--- config.mk ---
export PLATFORM = sky130hd
export DESIGN_NAME = sio_map
export DESIGN_NICKNAME = d
export VERILOG_FILES = /design/src/design/sio_pkg.sv /design/src/design/sio_map.sv
export VERILOG_INCLUDE_DIRS = /design/src /design/src/design
export SDC_FILE = /design/constraint.sdc
export NUM_CORES = 1
export LEC_CHECK = 0
export ABC_AREA = 1
export BUFFER_PORTS_ARGS = -buffer_cell sky130_fd_sc_hd__buf_2
export CELL_PAD_IN_SITES_DETAIL_PLACEMENT = 0
export CELL_PAD_IN_SITES_GLOBAL_PLACEMENT = 1
export CORE_ASPECT_RATIO = 2
export CORE_MARGIN = 2
export CORE_UTILIZATION = 38
export DETAILED_ROUTE_END_ITERATION = 12
export PLACE_DENSITY = 0.9
export SKIP_CTS_REPAIR_TIMING = 1
export SYNTH_ARGS = -nofsm -noshare
export SYNTH_HDL_FRONTEND = slang
export SYNTH_SLANG_ARGS = --single-unit
--- constraint.sdc ---
create_clock -name clock_i -period 5.6 [get_ports clock_i]
set_input_delay 1.12 -clock clock_i [delete_from_list [all_inputs] [get_ports clock_i]]
set_output_delay 1.12 -clock clock_i [all_outputs]
set_load 0.1 [all_outputs]
--- src/design/sio_defines.svh ---
// constants of the servo discrete i/o signal map
`ifndef SIO_DEFINES_SVH
`define SIO_DEFINES_SVH

// terminal slots, index 0 is terminal 1
`define SIO_N_TERM      7
`define SIO_T1          0
`define SIO_T2          1
`define SIO_T3          2
`define SIO_T4          3
`define SIO_T5          4
`define SIO_T6          5
`define SIO_T7          6
// terminals whose function is active high at the pin (overtravels)
`define SIO_ACT_HIGH    7'h0C
// synchroniser reset levels: idle pins, active-low terminals high, overtravels and encoder low
`define SIO_SYNC_RST    10'h073

// mode digit values
`define SIO_MD_SPEED    4'h0
`define SIO_MD_POS      4'h1
`define SIO_MD_TRQ      4'h2
`define SIO_MD_PRE      4'h3
`define SIO_MD_PRE_SPD  4'h4
`define SIO_MD_PRE_POS  4'h5
`define SIO_MD_PRE_TRQ  4'h6
`define SIO_MD_POS_SPD  4'h7
`define SIO_MD_POS_TRQ  4'h8
`define SIO_MD_TRQ_SPD  4'h9
`define SIO_MD_ZERO_HOLD_IN   4'hA
`define SIO_MD_INHIBIT  4'hB
`define SIO_MD_NETWORK  4'hC

// allocation digit codes: terminal code 0..6, never active 8
`define SIO_ALLOC_NONE  4'h8
`define SIO_ALLOC_T1    4'h0
`define SIO_ALLOC_T2    4'h1
`define SIO_ALLOC_T3    4'h2
`define SIO_ALLOC_T4    4'h3
`define SIO_ALLOC_T5    4'h4
`define SIO_ALLOC_T6    4'h5
`define SIO_ALLOC_T7    4'h6
`define SIO_ALLOC_MODE  4'h0

// output slot count and number of output functions
`define SIO_N_SLOT      3
`define SIO_N_FUNC      9

`endif

--- src/design/sio_pkg.sv ---
// types of the servo discrete i/o signal map
package sio_pkg;

  typedef enum logic [2:0] {
    SIO_CTL_SPEED,
    SIO_CTL_POSITION,
    SIO_CTL_TORQUE,
    SIO_CTL_PRESET,
    SIO_CTL_NETWORK
  } sio_ctl_t;

  // output function codes, selectable per output slot
  typedef enum logic [3:0] {
    SIO_OF_ROTATING,
    SIO_OF_READY,
    SIO_OF_COINCIDE,
    SIO_OF_TRQ_LIMIT,
    SIO_OF_SPD_LIMIT,
    SIO_OF_BRAKE,
    SIO_OF_WARNING,
    SIO_OF_CLOSE,
    SIO_OF_PSEL_ACK
  } sio_ofunc_t;

endpackage
--- src/design/sio_map.sv ---
// servo discrete i/o: input terminal mapping, status flags, divided encoder output
`timescale 1ns/10ps
`include "sio_defines.svh"

module sio_map #(
  parameter int SPD_W = 16,
  parameter int POS_W = 24,
  parameter int DIV_W = 16
) (
  input  wire logic                clock_i,
  input  wire logic                rst_b_i,
  input  wire logic [6:0]          term_i,
  input  wire logic [3:0]          control_mode_digit_i,
  input  wire logic                drive_alarm_i,
  input  wire logic                servo_accept_i,
  input  wire logic signed [SPD_W-1:0] motor_speed_i,
  input  wire logic signed [SPD_W-1:0] speed_ref_i,
  input  wire logic [SPD_W-1:0]    rotate_thresh_i,
  input  wire logic [SPD_W-1:0]    coincide_band_i,
  input  wire logic signed [POS_W-1:0] pos_dev_i,
  input  wire logic [POS_W-1:0]    done_limit_i,
  input  wire logic [POS_W-1:0]    close_limit_i,
  input  wire logic                torque_limiting_i,
  input  wire logic                speed_limiting_i,
  input  wire logic                brake_i,
  input  wire logic                warning_i,
  input  wire logic                pulse_select_ack_i,
  input  wire logic [3:0]          out_sel0_i,
  input  wire logic [3:0]          out_sel1_i,
  input  wire logic [3:0]          out_sel2_i,
  input  wire logic                enc_a_i,
  input  wire logic                enc_b_i,
  input  wire logic                enc_z_i,
  input  wire logic [DIV_W-1:0]    div_ratio_i,
  input  wire logic                ref_pulse_i,
  output logic                     drive_fault_out_o,
  output logic                     motor_rotating_out_o,
  output logic                     servo_ready_out_o,
  output logic                     speed_coincide_out_o,
  output logic                     position_done_out_o,
  output logic [2:0]               out_slot_o,
  output logic                     div_pulse_a_o,
  output logic                     div_pulse_b_o,
  output logic                     origin_pulse_c_o,
  output logic                     servo_on_o,
  output logic                     proportional_action_in_o,
  output logic                     fwd_overtravel_in_o,
  output logic                     rev_overtravel_in_o,
  output logic                     fault_clear_in_o,
  output logic                     fwd_torque_limit_in_o,
  output logic                     rev_torque_limit_in_o,
  output logic                     rotation_direction_in_o,
  output logic                     preset_speed_sel0_in_o,
  output logic                     preset_speed_sel1_in_o,
  output logic                     mode_select_o,
  output logic                     zero_hold_in_o,
  output logic                     pulse_inhibit_o,
  output sio_pkg::sio_ctl_t        active_mode_o,
  output logic signed [SPD_W-1:0]  speed_ref_eff_o,
  output logic                     ref_pulse_o,
  output logic                     fwd_drive_en_o,
  output logic                     rev_drive_en_o,
  output logic [15:0]              input_alloc_param_a_o,
  output logic [15:0]              input_alloc_param_b_o
);

  localparam int NS = `SIO_N_TERM + 3;
  // reset to idle levels so no function looks active while the stages fill
  localparam logic [NS-1:0] SYNC_RST = `SIO_SYNC_RST;

  logic [NS-1:0] raw;
  logic [NS-1:0] s1_ff;
  logic [NS-1:0] s2_ff;
  logic [NS-1:0] s3_ff;
  logic [NS-1:0] filt_ff;
  assign raw = {enc_z_i, enc_b_i, enc_a_i, term_i};

  genvar gi;
  generate
    for (gi = 0; gi < NS; gi++)
    begin : g_sync
      always_ff @(posedge clock_i)
      begin
        if (!rst_b_i)
        begin
          s1_ff[gi]   <= SYNC_RST[gi];
          s2_ff[gi]   <= SYNC_RST[gi];
          s3_ff[gi]   <= SYNC_RST[gi];
          filt_ff[gi] <= SYNC_RST[gi];
        end
        else
        begin
          s1_ff[gi] <= raw[gi];
          s2_ff[gi] <= s1_ff[gi];
          s3_ff[gi] <= s2_ff[gi];
          if (s2_ff[gi] == s3_ff[gi])
            filt_ff[gi] <= s3_ff[gi];
        end
      end
    end
  endgenerate

  // terminal level to function-active level
  wire [6:0] act = ~(filt_ff[6:0] ^ `SIO_ACT_HIGH);
  wire [3:0] md  = control_mode_digit_i;

  wire m_basic  = (md <= `SIO_MD_TRQ);
  wire m_preset = (md >= `SIO_MD_PRE) && (md <= `SIO_MD_PRE_TRQ);
  wire m_switch = (md >= `SIO_MD_POS_SPD) && (md <= `SIO_MD_TRQ_SPD);
  wire m_zero_hold_in = (md == `SIO_MD_ZERO_HOLD_IN);
  // inhibit mode puts the inhibit on terminal 2; network and unused codes carry no terminal
  wire m_inhib  = (md == `SIO_MD_INHIBIT);
  wire m_term   = (md < `SIO_MD_NETWORK);

  wire f_son  = m_term & act[`SIO_T1];
  wire f_pot  = m_term & act[`SIO_T3];
  wire f_not  = m_term & act[`SIO_T4];
  wire f_clr  = m_term & act[`SIO_T5];
  wire f_pcl  = m_term & ~m_preset & act[`SIO_T6];
  wire f_ncl  = m_term & ~m_preset & act[`SIO_T7];
  wire f_pcon = m_basic & act[`SIO_T2];
  wire f_dir  = m_preset & act[`SIO_T2];
  wire f_spda = m_preset & act[`SIO_T6];
  wire f_spdb = m_preset & act[`SIO_T7];
  wire f_csel = m_switch & act[`SIO_T2];
  wire f_zhld = m_zero_hold_in & act[`SIO_T2];
  wire f_inh  = m_inhib & act[`SIO_T2];

  // control mode from digit and select level
  sio_pkg::sio_ctl_t nxt_mode;
  wire pre_on = f_spda | f_spdb;
  always_comb
  begin
    case (md)
      `SIO_MD_SPEED:   nxt_mode = sio_pkg::SIO_CTL_SPEED;
      `SIO_MD_POS:     nxt_mode = sio_pkg::SIO_CTL_POSITION;
      `SIO_MD_TRQ:     nxt_mode = sio_pkg::SIO_CTL_TORQUE;
      `SIO_MD_PRE:     nxt_mode = sio_pkg::SIO_CTL_PRESET;
      `SIO_MD_PRE_SPD: nxt_mode = pre_on ? sio_pkg::SIO_CTL_PRESET : sio_pkg::SIO_CTL_SPEED;
      `SIO_MD_PRE_POS: nxt_mode = pre_on ? sio_pkg::SIO_CTL_PRESET : sio_pkg::SIO_CTL_POSITION;
      `SIO_MD_PRE_TRQ: nxt_mode = pre_on ? sio_pkg::SIO_CTL_PRESET : sio_pkg::SIO_CTL_TORQUE;
      `SIO_MD_POS_SPD: nxt_mode = f_csel ? sio_pkg::SIO_CTL_SPEED : sio_pkg::SIO_CTL_POSITION;
      `SIO_MD_POS_TRQ: nxt_mode = f_csel ? sio_pkg::SIO_CTL_TORQUE : sio_pkg::SIO_CTL_POSITION;
      `SIO_MD_TRQ_SPD: nxt_mode = f_csel ? sio_pkg::SIO_CTL_SPEED : sio_pkg::SIO_CTL_TORQUE;
      `SIO_MD_ZERO_HOLD_IN:  nxt_mode = sio_pkg::SIO_CTL_SPEED;
      `SIO_MD_INHIBIT: nxt_mode = sio_pkg::SIO_CTL_POSITION;
      default:         nxt_mode = sio_pkg::SIO_CTL_NETWORK;
    endcase
  end

  // allocation words, code 8 marks an unused function
  wire [3:0] a_son  = m_term ? `SIO_ALLOC_T1 : `SIO_ALLOC_NONE;
  wire [3:0] a_pcon = m_basic ? `SIO_ALLOC_T2 : `SIO_ALLOC_NONE;
  wire [3:0] a_pot  = m_term ? `SIO_ALLOC_T3 : `SIO_ALLOC_NONE;
  wire [3:0] a_not  = m_term ? `SIO_ALLOC_T4 : `SIO_ALLOC_NONE;
  wire [3:0] a_clr  = m_term ? `SIO_ALLOC_T5 : `SIO_ALLOC_NONE;
  wire [3:0] a_pcl  = (m_term & ~m_preset) ? `SIO_ALLOC_T6 : `SIO_ALLOC_NONE;
  wire [3:0] a_ncl  = (m_term & ~m_preset) ? `SIO_ALLOC_T7 : `SIO_ALLOC_NONE;
  wire [15:0] nxt_alloc_a = {a_pot, a_pcon, a_son, `SIO_ALLOC_MODE};
  wire [15:0] nxt_alloc_b = {a_ncl, a_pcl, a_clr, a_not};

  // magnitudes, one bit wider so the most negative value is safe
  wire signed [SPD_W:0] spd_x  = (SPD_W+1)'(motor_speed_i);
  wire [SPD_W:0]        spd_m  = spd_x[SPD_W] ? (SPD_W+1)'(-spd_x) : spd_x;
  wire signed [SPD_W-1:0] ref_eff;
  assign ref_eff = f_zhld ? SPD_W'(0) : speed_ref_i;
  wire signed [SPD_W:0] err_x  = (SPD_W+1)'(motor_speed_i) - (SPD_W+1)'(ref_eff);
  wire [SPD_W:0]        err_m  = err_x[SPD_W] ? (SPD_W+1)'(-err_x) : err_x;
  wire signed [POS_W:0] dev_x  = (POS_W+1)'(pos_dev_i);
  wire [POS_W:0]        dev_m  = dev_x[POS_W] ? (POS_W+1)'(-dev_x) : dev_x;

  wire fl_rot   = spd_m > {1'b0, rotate_thresh_i};
  // ready only when servo-on is acceptable
  wire fl_rdy   = servo_accept_i & ~drive_alarm_i;
  wire fl_vcmp  = (nxt_mode == sio_pkg::SIO_CTL_SPEED) & (err_m <= {1'b0, coincide_band_i});
  wire fl_position_done_out  = (nxt_mode == sio_pkg::SIO_CTL_POSITION) & (dev_m <= {1'b0, done_limit_i});
  wire fl_close = (nxt_mode == sio_pkg::SIO_CTL_POSITION) & (dev_m <= {1'b0, close_limit_i});
  // shared pin: coincidence or done, whichever mode is active
  wire fl_cmp   = fl_vcmp | fl_position_done_out;

  wire [`SIO_N_FUNC-1:0] flags = {pulse_select_ack_i, fl_close, warning_i, brake_i,
                                  speed_limiting_i, torque_limiting_i, fl_cmp, fl_rdy, fl_rot};
  wire [3:0] sel [`SIO_N_SLOT];
  assign sel[0] = out_sel0_i;
  assign sel[1] = out_sel1_i;
  assign sel[2] = out_sel2_i;
  logic [`SIO_N_SLOT-1:0] slot_ff;

  generate
    for (gi = 0; gi < `SIO_N_SLOT; gi++)
    begin : g_slot
      wire nxt_slot = (sel[gi] < 4'(`SIO_N_FUNC)) ? flags[sel[gi]] : 1'b0;
      always_ff @(posedge clock_i)
      begin
        if (!rst_b_i)
          slot_ff[gi] <= 1'b0;
        else
          slot_ff[gi] <= nxt_slot;
      end
    end
  endgenerate
  assign out_slot_o = slot_ff;

  // quadrature decode of encoder, divide, re-encode
  logic [1:0] ab_ff;
  logic signed [DIV_W:0] acc_ff;
  logic [1:0] ph_ff;
  wire [1:0] ab = filt_ff[8:7];
  wire step = ab != ab_ff;
  // gray sequence 00,01,11,10 is forward
  wire fwd  = ~(ab_ff[0] ^ ab[1]);
  wire signed [DIV_W:0] acc_s = fwd ? acc_ff + (DIV_W+1)'(1) : acc_ff - (DIV_W+1)'(1);
  wire signed [DIV_W:0] lim   = (DIV_W+1)'(div_ratio_i);
  wire ovf = step & (acc_s >= lim);
  wire unf = step & (acc_s <= -lim);
  wire signed [DIV_W:0] nxt_acc = (ovf | unf) ? (DIV_W+1)'(0) : (step ? acc_s : acc_ff);
  // zero ratio gives a copy rather than a stuck output
  wire [1:0] nxt_ph = ovf ? ph_ff + 2'h1 : (unf ? ph_ff - 2'h1 : ph_ff);

  always_ff @(posedge clock_i)
  begin
    if (!rst_b_i)
    begin
      ab_ff  <= 2'h0;
      acc_ff <= '0;
      ph_ff  <= 2'h0;
    end
    else
    begin
      ab_ff  <= ab;
      acc_ff <= nxt_acc;
      ph_ff  <= nxt_ph;
    end
  end

  // b lags a by a quarter period
  logic pa_ff;
  logic pb_ff;
  logic pc_ff;
  always_ff @(posedge clock_i)
  begin
    if (!rst_b_i)
    begin
      pa_ff <= 1'b0;
      pb_ff <= 1'b0;
      pc_ff <= 1'b0;
    end
    else
    begin
      pa_ff <= ph_ff[1] ^ ph_ff[0];
      pb_ff <= ph_ff[1];
      pc_ff <= filt_ff[9];
    end
  end
  assign div_pulse_a_o    = pa_ff;
  assign div_pulse_b_o    = pb_ff;
  assign origin_pulse_c_o = pc_ff;

  // registered status and mapped inputs
  logic [12:0] fn_ff;
  logic [4:0]  st_ff;
  sio_pkg::sio_ctl_t mode_ff;
  logic signed [SPD_W-1:0] ref_ff;
  logic [15:0] alloc_a_ff;
  logic [15:0] alloc_b_ff;
  logic ref_pulse_ff;

  wire nxt_fault = ~drive_alarm_i;
  wire nxt_fwd_en = ~f_pot;
  wire nxt_rev_en = ~f_not;
  wire nxt_ref_pulse = ref_pulse_i & ~f_inh;

  always_ff @(posedge clock_i)
  begin
    if (!rst_b_i)
    begin
      fn_ff        <= '0;
      st_ff        <= '0;
      mode_ff      <= sio_pkg::SIO_CTL_NETWORK;
      ref_ff       <= '0;
      alloc_a_ff   <= 16'h0000;
      alloc_b_ff   <= 16'h0000;
      ref_pulse_ff <= 1'b0;
    end
    else
    begin
      fn_ff        <= {f_inh, f_zhld, f_csel, f_spdb, f_spda, f_dir, f_ncl, f_pcl,
                       f_clr, f_not, f_pot, f_pcon, f_son};
      st_ff        <= {fl_position_done_out, fl_vcmp, fl_rdy, fl_rot, nxt_fault};
      mode_ff      <= nxt_mode;
      ref_ff       <= ref_eff;
      alloc_a_ff   <= nxt_alloc_a;
      alloc_b_ff   <= nxt_alloc_b;
      ref_pulse_ff <= nxt_ref_pulse;
    end
  end

  logic fwd_en_ff;
  logic rev_en_ff;
  always_ff @(posedge clock_i)
  begin
    if (!rst_b_i)
    begin
      fwd_en_ff <= 1'b0;
      rev_en_ff <= 1'b0;
    end
    else
    begin
      fwd_en_ff <= nxt_fwd_en;
      rev_en_ff <= nxt_rev_en;
    end
  end

  assign servo_on_o               = fn_ff[0];
  assign proportional_action_in_o = fn_ff[1];
  assign fwd_overtravel_in_o      = fn_ff[2];
  assign rev_overtravel_in_o      = fn_ff[3];
  assign fault_clear_in_o         = fn_ff[4];
  assign fwd_torque_limit_in_o    = fn_ff[5];
  assign rev_torque_limit_in_o    = fn_ff[6];
  assign rotation_direction_in_o  = fn_ff[7];
  assign preset_speed_sel0_in_o   = fn_ff[8];
  assign preset_speed_sel1_in_o   = fn_ff[9];
  assign mode_select_o            = fn_ff[10];
  assign zero_hold_in_o           = fn_ff[11];
  assign pulse_inhibit_o          = fn_ff[12];
  assign drive_fault_out_o        = st_ff[0];
  assign motor_rotating_out_o     = st_ff[1];
  assign servo_ready_out_o        = st_ff[2];
  assign speed_coincide_out_o     = st_ff[3];
  assign position_done_out_o      = st_ff[4];
  assign active_mode_o            = mode_ff;
  assign speed_ref_eff_o          = ref_ff;
  assign ref_pulse_o              = ref_pulse_ff;
  assign fwd_drive_en_o           = fwd_en_ff;
  assign rev_drive_en_o           = rev_en_ff;
  assign input_alloc_param_a_o    = alloc_a_ff;
  assign input_alloc_param_b_o    = alloc_b_ff;

endmodule // sio_map

# Word-level counts from Yosys, hierarchy flattened
# Index checks and enable logic that the tools add are counted.
word_totals:
  inputBits: 188
  reg_bits: 139
  wordCells: 181
  output_inout_bits: 78
classes:
  eq_ne: 23
  n_bitwise: 34
  mux: 27
  addsub: 9
  magnitude_cmp: 18
  reduce_logical: 11
ops:
  columns: ["operator", "n"]
  rows:
  - ["$mux 17", 3]
  - ["$le 25x24->1", 2]
  - ["$neg 16->17", 2]
  - ["$pmux 3 s10", 1]
  - ["$mux 4", 7]
  - ["$mux 25", 1]
  - ["$neg 24->25", 1]
  - ["$and 1x1->1", 21]
  - ["$add 17x2->17 const B", 1]
  - ["$ge 17x17->1", 1]
  - ["$gt 17x16->1", 1]
  - ["$le 17x16->1", 1]
  - ["$le 17x17->1", 1]
  - ["$neg 17->17", 1]
  - ["$sub 16x16->17", 1]
  - ["$sub 17x2->17 const B", 1]
  - ["$eq 4x3->1 const B", 4]
  - ["$eq 4x4->1 const B", 4]
  - ["$lt 4x4->1 const B", 4]
  - ["$mux 16", 1]
  - ["$lt 4x5->1 const B", 3]
  - ["$bmux 1 s4", 3]
  - ["$mux 2", 6]
  - ["$eq 1x1->1", 10]
  - ["23 further kinds", 41]

# Logic depth before layout (Yosys ltp)
depth:
  ltp_word: 12
  ltp_mapped: 42
  depth_no_buf: 41

# Worst setup path after synthesis
# No wires, ideal clock.
synth_path:
  kind: "input-to-reg"
  start: "input control_mode_digit_i[2]"
  end: "register slot_ff[0], in the netlist out_slot_o[0]"
  cell_stages: 34
  path_buffers: 1
  path_slack_ns: 0.657
  arrival_ns: 4.877
  setup_time_ns: 0.066
  t_required_ns: 5.534
  cell_sequence: "inv_1 nand2_1 inv_1 nand3_1 clkbuf_1 nand2_1 fa_1 inv_1 ha_1 a21boi_1 nand3_1 nor2_1 nand2_2 nor2_2 nand2_2 o21ai_0 xor2_1 inv_1 ha_1 nand2_1 nor2_1 a211oi_1 nand2_1 nand2_1 nand2_1 nand2_1 nand2_1 nand2_1 nand3_2 nand3_1 nand2_1 nand2_1 nand2_1 a21oi_2"
synth_between:
  elab_chain_len: 11
  word_cells_on_any_way: 45
  cone_classes: "2 x add/sub; 5 x order compare; 12 x eq/ne; 11 x mux; 9 x bitwise; 6 x reduce/logical"
synth_lines:
  columns: ["element", "line", "rtl"]
  rows:
  - ["start: declaration", "sio_map.sv:13", "input wire logic [3:0] control_mode_digit_i,"]
  - ["$eq 4x4->1, or another cell as far along", "sio_map.sv:134", "case (md)"]
  - ["$and 1x1->1 / $logic_and 1x1->1 (equally long branches)", "sio_map.sv:126, sio_map.sv:108", null]
  - ["$mux 16, or another cell as far along", "sio_map.sv:166", "assign ref_eff = f_zhld ? SPD_W'(0) : speed_ref_i;"]
  - ["$sub 16x16->17 / $or 1x1->1 (equally long branches)", "sio_map.sv:167, sio_map.sv:131", null]
  - ["$neg 17->17, or another cell as far along", "sio_map.sv:168", "wire [SPD_W:0] err_m = err_x[SPD_W] ? (SPD_W+1)'(-err_x) : err_x;"]
  - ["$mux 17 / $pmux 3 s10 (equally long branches)", "sio_map.sv:168, sio_map.sv:134", null]
  - ["$le 17x16->1, or another cell as far along", "sio_map.sv:175", "wire fl_vcmp = (nxt_mode == sio_pkg::SIO_CTL_SPEED) & (err_m <= {1'b0, coincide_band_i});"]
  - ["$and 1x1->1, on equally long branches", "sio_map.sv:175, sio_map.sv:176", null]
  - ["$or 1x1->1", "sio_map.sv:179", "wire fl_cmp = fl_vcmp | fl_position_done_out;"]
  - ["$bmux 1 s4 (*)", "sio_map.sv:192", "wire nxt_slot = (sel[gi] < 4'(`SIO_N_FUNC)) ? flags[sel[gi]] : 1'b0;"]
  - ["$mux 1 (not written as such) (*)", "sio_map.sv:192", null]
  - ["end signal: indexed assignment", "sio_map.sv:198", "slot_ff[gi] <= nxt_slot;"]
  - ["end: declaration", "sio_map.sv:187", "logic [`SIO_N_SLOT-1:0] slot_ff;"]
# Every way passes the cells marked *; elsewhere a longest branch is shown, timed or not. The select of a mux whose other input is x is not followed.
# A chain may end at the register's enable or synchronous reset.

# Final worst setup path
layout_path:
  start: "input control_mode_digit_i[2]"
  end: "register slot_ff[1], in the netlist out_slot_o[1]"
layout_between:
  elab_chain_len: 11
  word_cells_on_any_way: 45
  cone_classes: "2 x add/sub; 5 x order compare; 12 x eq/ne; 11 x mux; 9 x bitwise; 6 x reduce/logical"
layout_lines:
  columns: ["element", "line", "rtl"]
  rows:
  - ["$eq 4x4->1 (*)", null, null]
  - ["$and 1x1->1 (*)", "sio_map.sv:126", "wire f_zhld = m_zero_hold_in & act[`SIO_T2];"]
  - ["$mux 16 (*)", "sio_map.sv:166", null]
  - ["via ref_eff[0]", "sio_map.sv:165", "wire signed [SPD_W-1:0] ref_eff;"]
  - ["$sub 16x16->17 (*)", "sio_map.sv:167", "wire signed [SPD_W:0] err_x = (SPD_W+1)'(motor_speed_i) - (SPD_W+1)'(ref_eff);"]
  - ["$neg 17->17", "sio_map.sv:168", null]
  - ["$mux 17 (*)", "sio_map.sv:168", null]
  - ["$le 17x16->1 (*)", "sio_map.sv:175", null]
  - ["$and 1x1->1 (*)", "sio_map.sv:175", null]
  - ["$or 1x1->1 (*)", "sio_map.sv:179", null]
  - ["$bmux 1 s4 (*)", "sio_map.sv:192", null]
  - ["$mux 1 (not written as such) (*)", "sio_map.sv:192", null]
# The timed path passes the listed nets; every way through them passes the cells marked *. The select of a mux whose other input is x is not followed.

==> flow_summary.toml <==
[power_and_ir_drop]
p_clk_share_pct = 37.6
seqPwrFrac_pct = 29.3
power_density_nw_per_um2 = 235
internal-power_w = 0.00177
power_w = 0.00286
p_comb_share_pct = 33.1
leakagePower_nw = 6.97
ir_worst_vdd_mv = 0.153
p_sw_w = 0.00109
p_sw_share_pct = 38.2

[placement]
io_buffers = 249
post_dp_cell_area_um2 = 11600
place_congestion = 0.894
dpl.hpwl_um = 27600

[drt]
drt_iter0_drc = 336
postRouteWirelength_um = 31900
drt-pass1-iter-count = 4
wl_per_cell_um = 15.1
vias = 10300
drcViolationCount = 0
ant_nets = 0
viasPerCell = 4.88

[synth]
synth_top_family_by_area = "simple AND/OR/NAND/NOR gates"
synthAdderAreaFrac_pct = 18.6
synth_ff_type = "dfxtp_1"
synth.distinct_cells = 49
ys_async_sr_fraction_pct = 0
muxShareOfSynthArea_pct = 0
yosys.area_share.simple_pct = 28.1
synth_area_um2 = 10100
synth-compound-area-share_pct = 11.4
synth_warnings = 0
synthCells = 1497
synth-edff-count = 0
ys_ff_latch = 113
seq_area_frac_synth_pct = 22.4
synth_xor_area_share_pct = 6.94
syn_avg_cell_area_um2 = 6.73

[sta]
maxSlewViolCount = 0
tightest_slew_ps = 1020
clock_skew_ps = 7.18
setup_viol = 0
finalHoldViolCount = 0
max_freq_mhz = 198
rsz0062_at_grt = "no"
finalCritPeriodShare_pct = 90.1
final.min_clock_period_ps = 5040
max_slew_margin_pct = 31.8
setup_tns_ps = 0

[final_layout]
area_delta_synth_final_pct = 21.0
finalNetCount = 2082
mostFrequentLayoutCells = "nand2_1, inv_1, buf_2"
final_common_cell = "nand2_1"
final_cell_area_um2 = 12200
drive_gt1_share_pct = 20.5

[floorplanning]
fp-row-count = 84
die-area_um2 = 27900
io_pins = 266
initial_core_util_pct = 38.5
die_width_um = 119
core_um2 = 26200
die_h_um = 234

[setup_path]
worst_setup_path_end_kind = "flip-flop"
cpMaxStageDelayCell = "fa_1"
reg2regPathDepth = 26
cp_max_fo = 4
arrival_ps = 5390
crit_end = "out_slot_o[1]"
cp-start-kind = "input port"
cpPeakStageDelay_ps = 450
cp_common_cell = "nand2_1"
critical_path.startpoint = "control_mode_digit_i[2]"
path_class = "in -> reg"
regToRegSetupSlack_ps = 620
regToRegEndpoint = "acc_ff[1]"
rr_startpoint = "ab[1]"
required_ps = 5940

[cts]
cts_max_path_buffers = 2
numCtsBuffers = 17
cts_htree_levels = 4
clockRootBuffer = "clkbuf_16"
clock_sinks = 113
cts_tree = "yes"
clkLatencyLatePin_ps = 420
clk_pin_slew_ps = 60

[global_route]
antenna_found_initial = 5
grt_overflow = 0
track_usage_pct = 22.7
grt_pass1_vias = 10600
grt_max_degree = 55
grt_pass1_wl_um = 49200

[job]
cap_viol_max_count = 0

[outcome]
outcome = "finished, final reports clean"

[worst_hold_path]
hold_class = "reg -> reg"
-- cells in the mapped netlist, types with 7 or more instances --
master    count  share of area (%)
nand3_1      50                2.5
xnor2_1      20                1.7
xor2_1       58                5.0
inv_1       250                9.3
nand4_1      21                1.3
or2_2        19                1.2
a21oi_1     117                5.8
dfxtp_1     113                 22
buf_4        26                1.9
nor2_1      150                5.6
nor3_1       31                1.5
nand2_1     325                 12
ha_1        147                 18
clkbuf_1     12               0.45
o21ai_0      45                2.2
o211ai_1      7               0.52
nand2_2      22                1.4
-- metrics by stage --
stage / utilization (%) / hold WS, ps / std cells / worst slack [ps]
floorplan: - / 390 / 1512 / 657
global placement: 44.3 / 395 / 2070 / 240
detailed placement: 44.3 / 397 / 2070 / 153
CTS: 46.5 / 409 / 2102 / 462
global route: 46.6 / 414 / 2105 / 116
finish: 46.6 / 408 / 2106 / 557
-- worst min-delay path by stage --
stage | endpoint | slack (ps) | start | depth (start not counted)
after floorplan | s2_ff[2] | 390 | s1_ff[2] | 2
after global placement | s2_ff[4] | 400 | s1_ff[4] | 1
after detailed placement | s2_ff[0] | 400 | s1_ff[0] | 1
after CTS | s2_ff[0] | 410 | s1_ff[0] | 1
after global routing | s2_ff[0] | 410 | s1_ff[0] | 1
final | s2_ff[0] | 410 | s1_ff[0] | 1
-- area by class of cell --
type,count,area [µm²]
Tap cell,344,430
Inverter,256,961
Clock inverter,14,148
Multi-Input combinational cell,1100,6630
Sequential cell,113,2260
Clock buffer,18,439
Timing Repair Buffer,257,1320
Antenna cell,4,10.0
Fill cell,2777,14000
-- flip-flops by register name, indices dropped and copies added, names as in the netlist, 3 cells and up --
signal / count
s2_ff: 10
acc_ff: 17
active_mode_o: 3
filt_ff: 8
input_alloc_param_a_o: 4
st_ff: 5
s1_ff: 10
s3_ff: 10
fn_ff: 13
speed_ref_eff_o: 16
out_slot_o: 3
-- power by group through the flow --
| stage | combinational, W | sequential, W | clock [W] |
|---|---|---|---|
| floorplan | 0.000591 | 0.000967 | 0 |
| global placement | 0.000932 | 0.000855 | 0 |
| detailed placement | 0.000949 | 0.000856 | 0 |
| CTS | 0.000953 | 0.000838 | 0.00110 |
| global route | 0.00105 | 0.000840 | 0.00114 |
| finish | 0.000947 | 0.000838 | 0.00108 |
-- per-layer routing --
layer / track usage (%) / part of all wire [%] / up-vias
met5: 0 / 0 / -
met4: 14.2 / 5.8 / 0
met3: 4.28 / 3.9 / 91
met2: 47.8 / 58 / 296
met1: 18.5 / 33 / 4617
li1: - / - / 5264
-- cell families after synthesis --
group,Yosys count
AO/OA/AOI/OAI,204
XOR/XNOR,79
adder cells (fa/ha/maj),149
buffers and inverters,299
flip-flops,113
other,1
AND/OR/NAND/NOR,652
-- worst max-delay path, delay by kind of cell --
| family | cells | cell delay, ps |
|---|---|---|
| simple gates | 21 | 1730 |
| fa+ha+maj | 4 | 1060 |
| compound gates | 4 | 690 |
| buf+inv | 7 | 620 |
| xor+xnor | 1 | 160 |
Note: power is estimated with default switching activity, not from simulation.
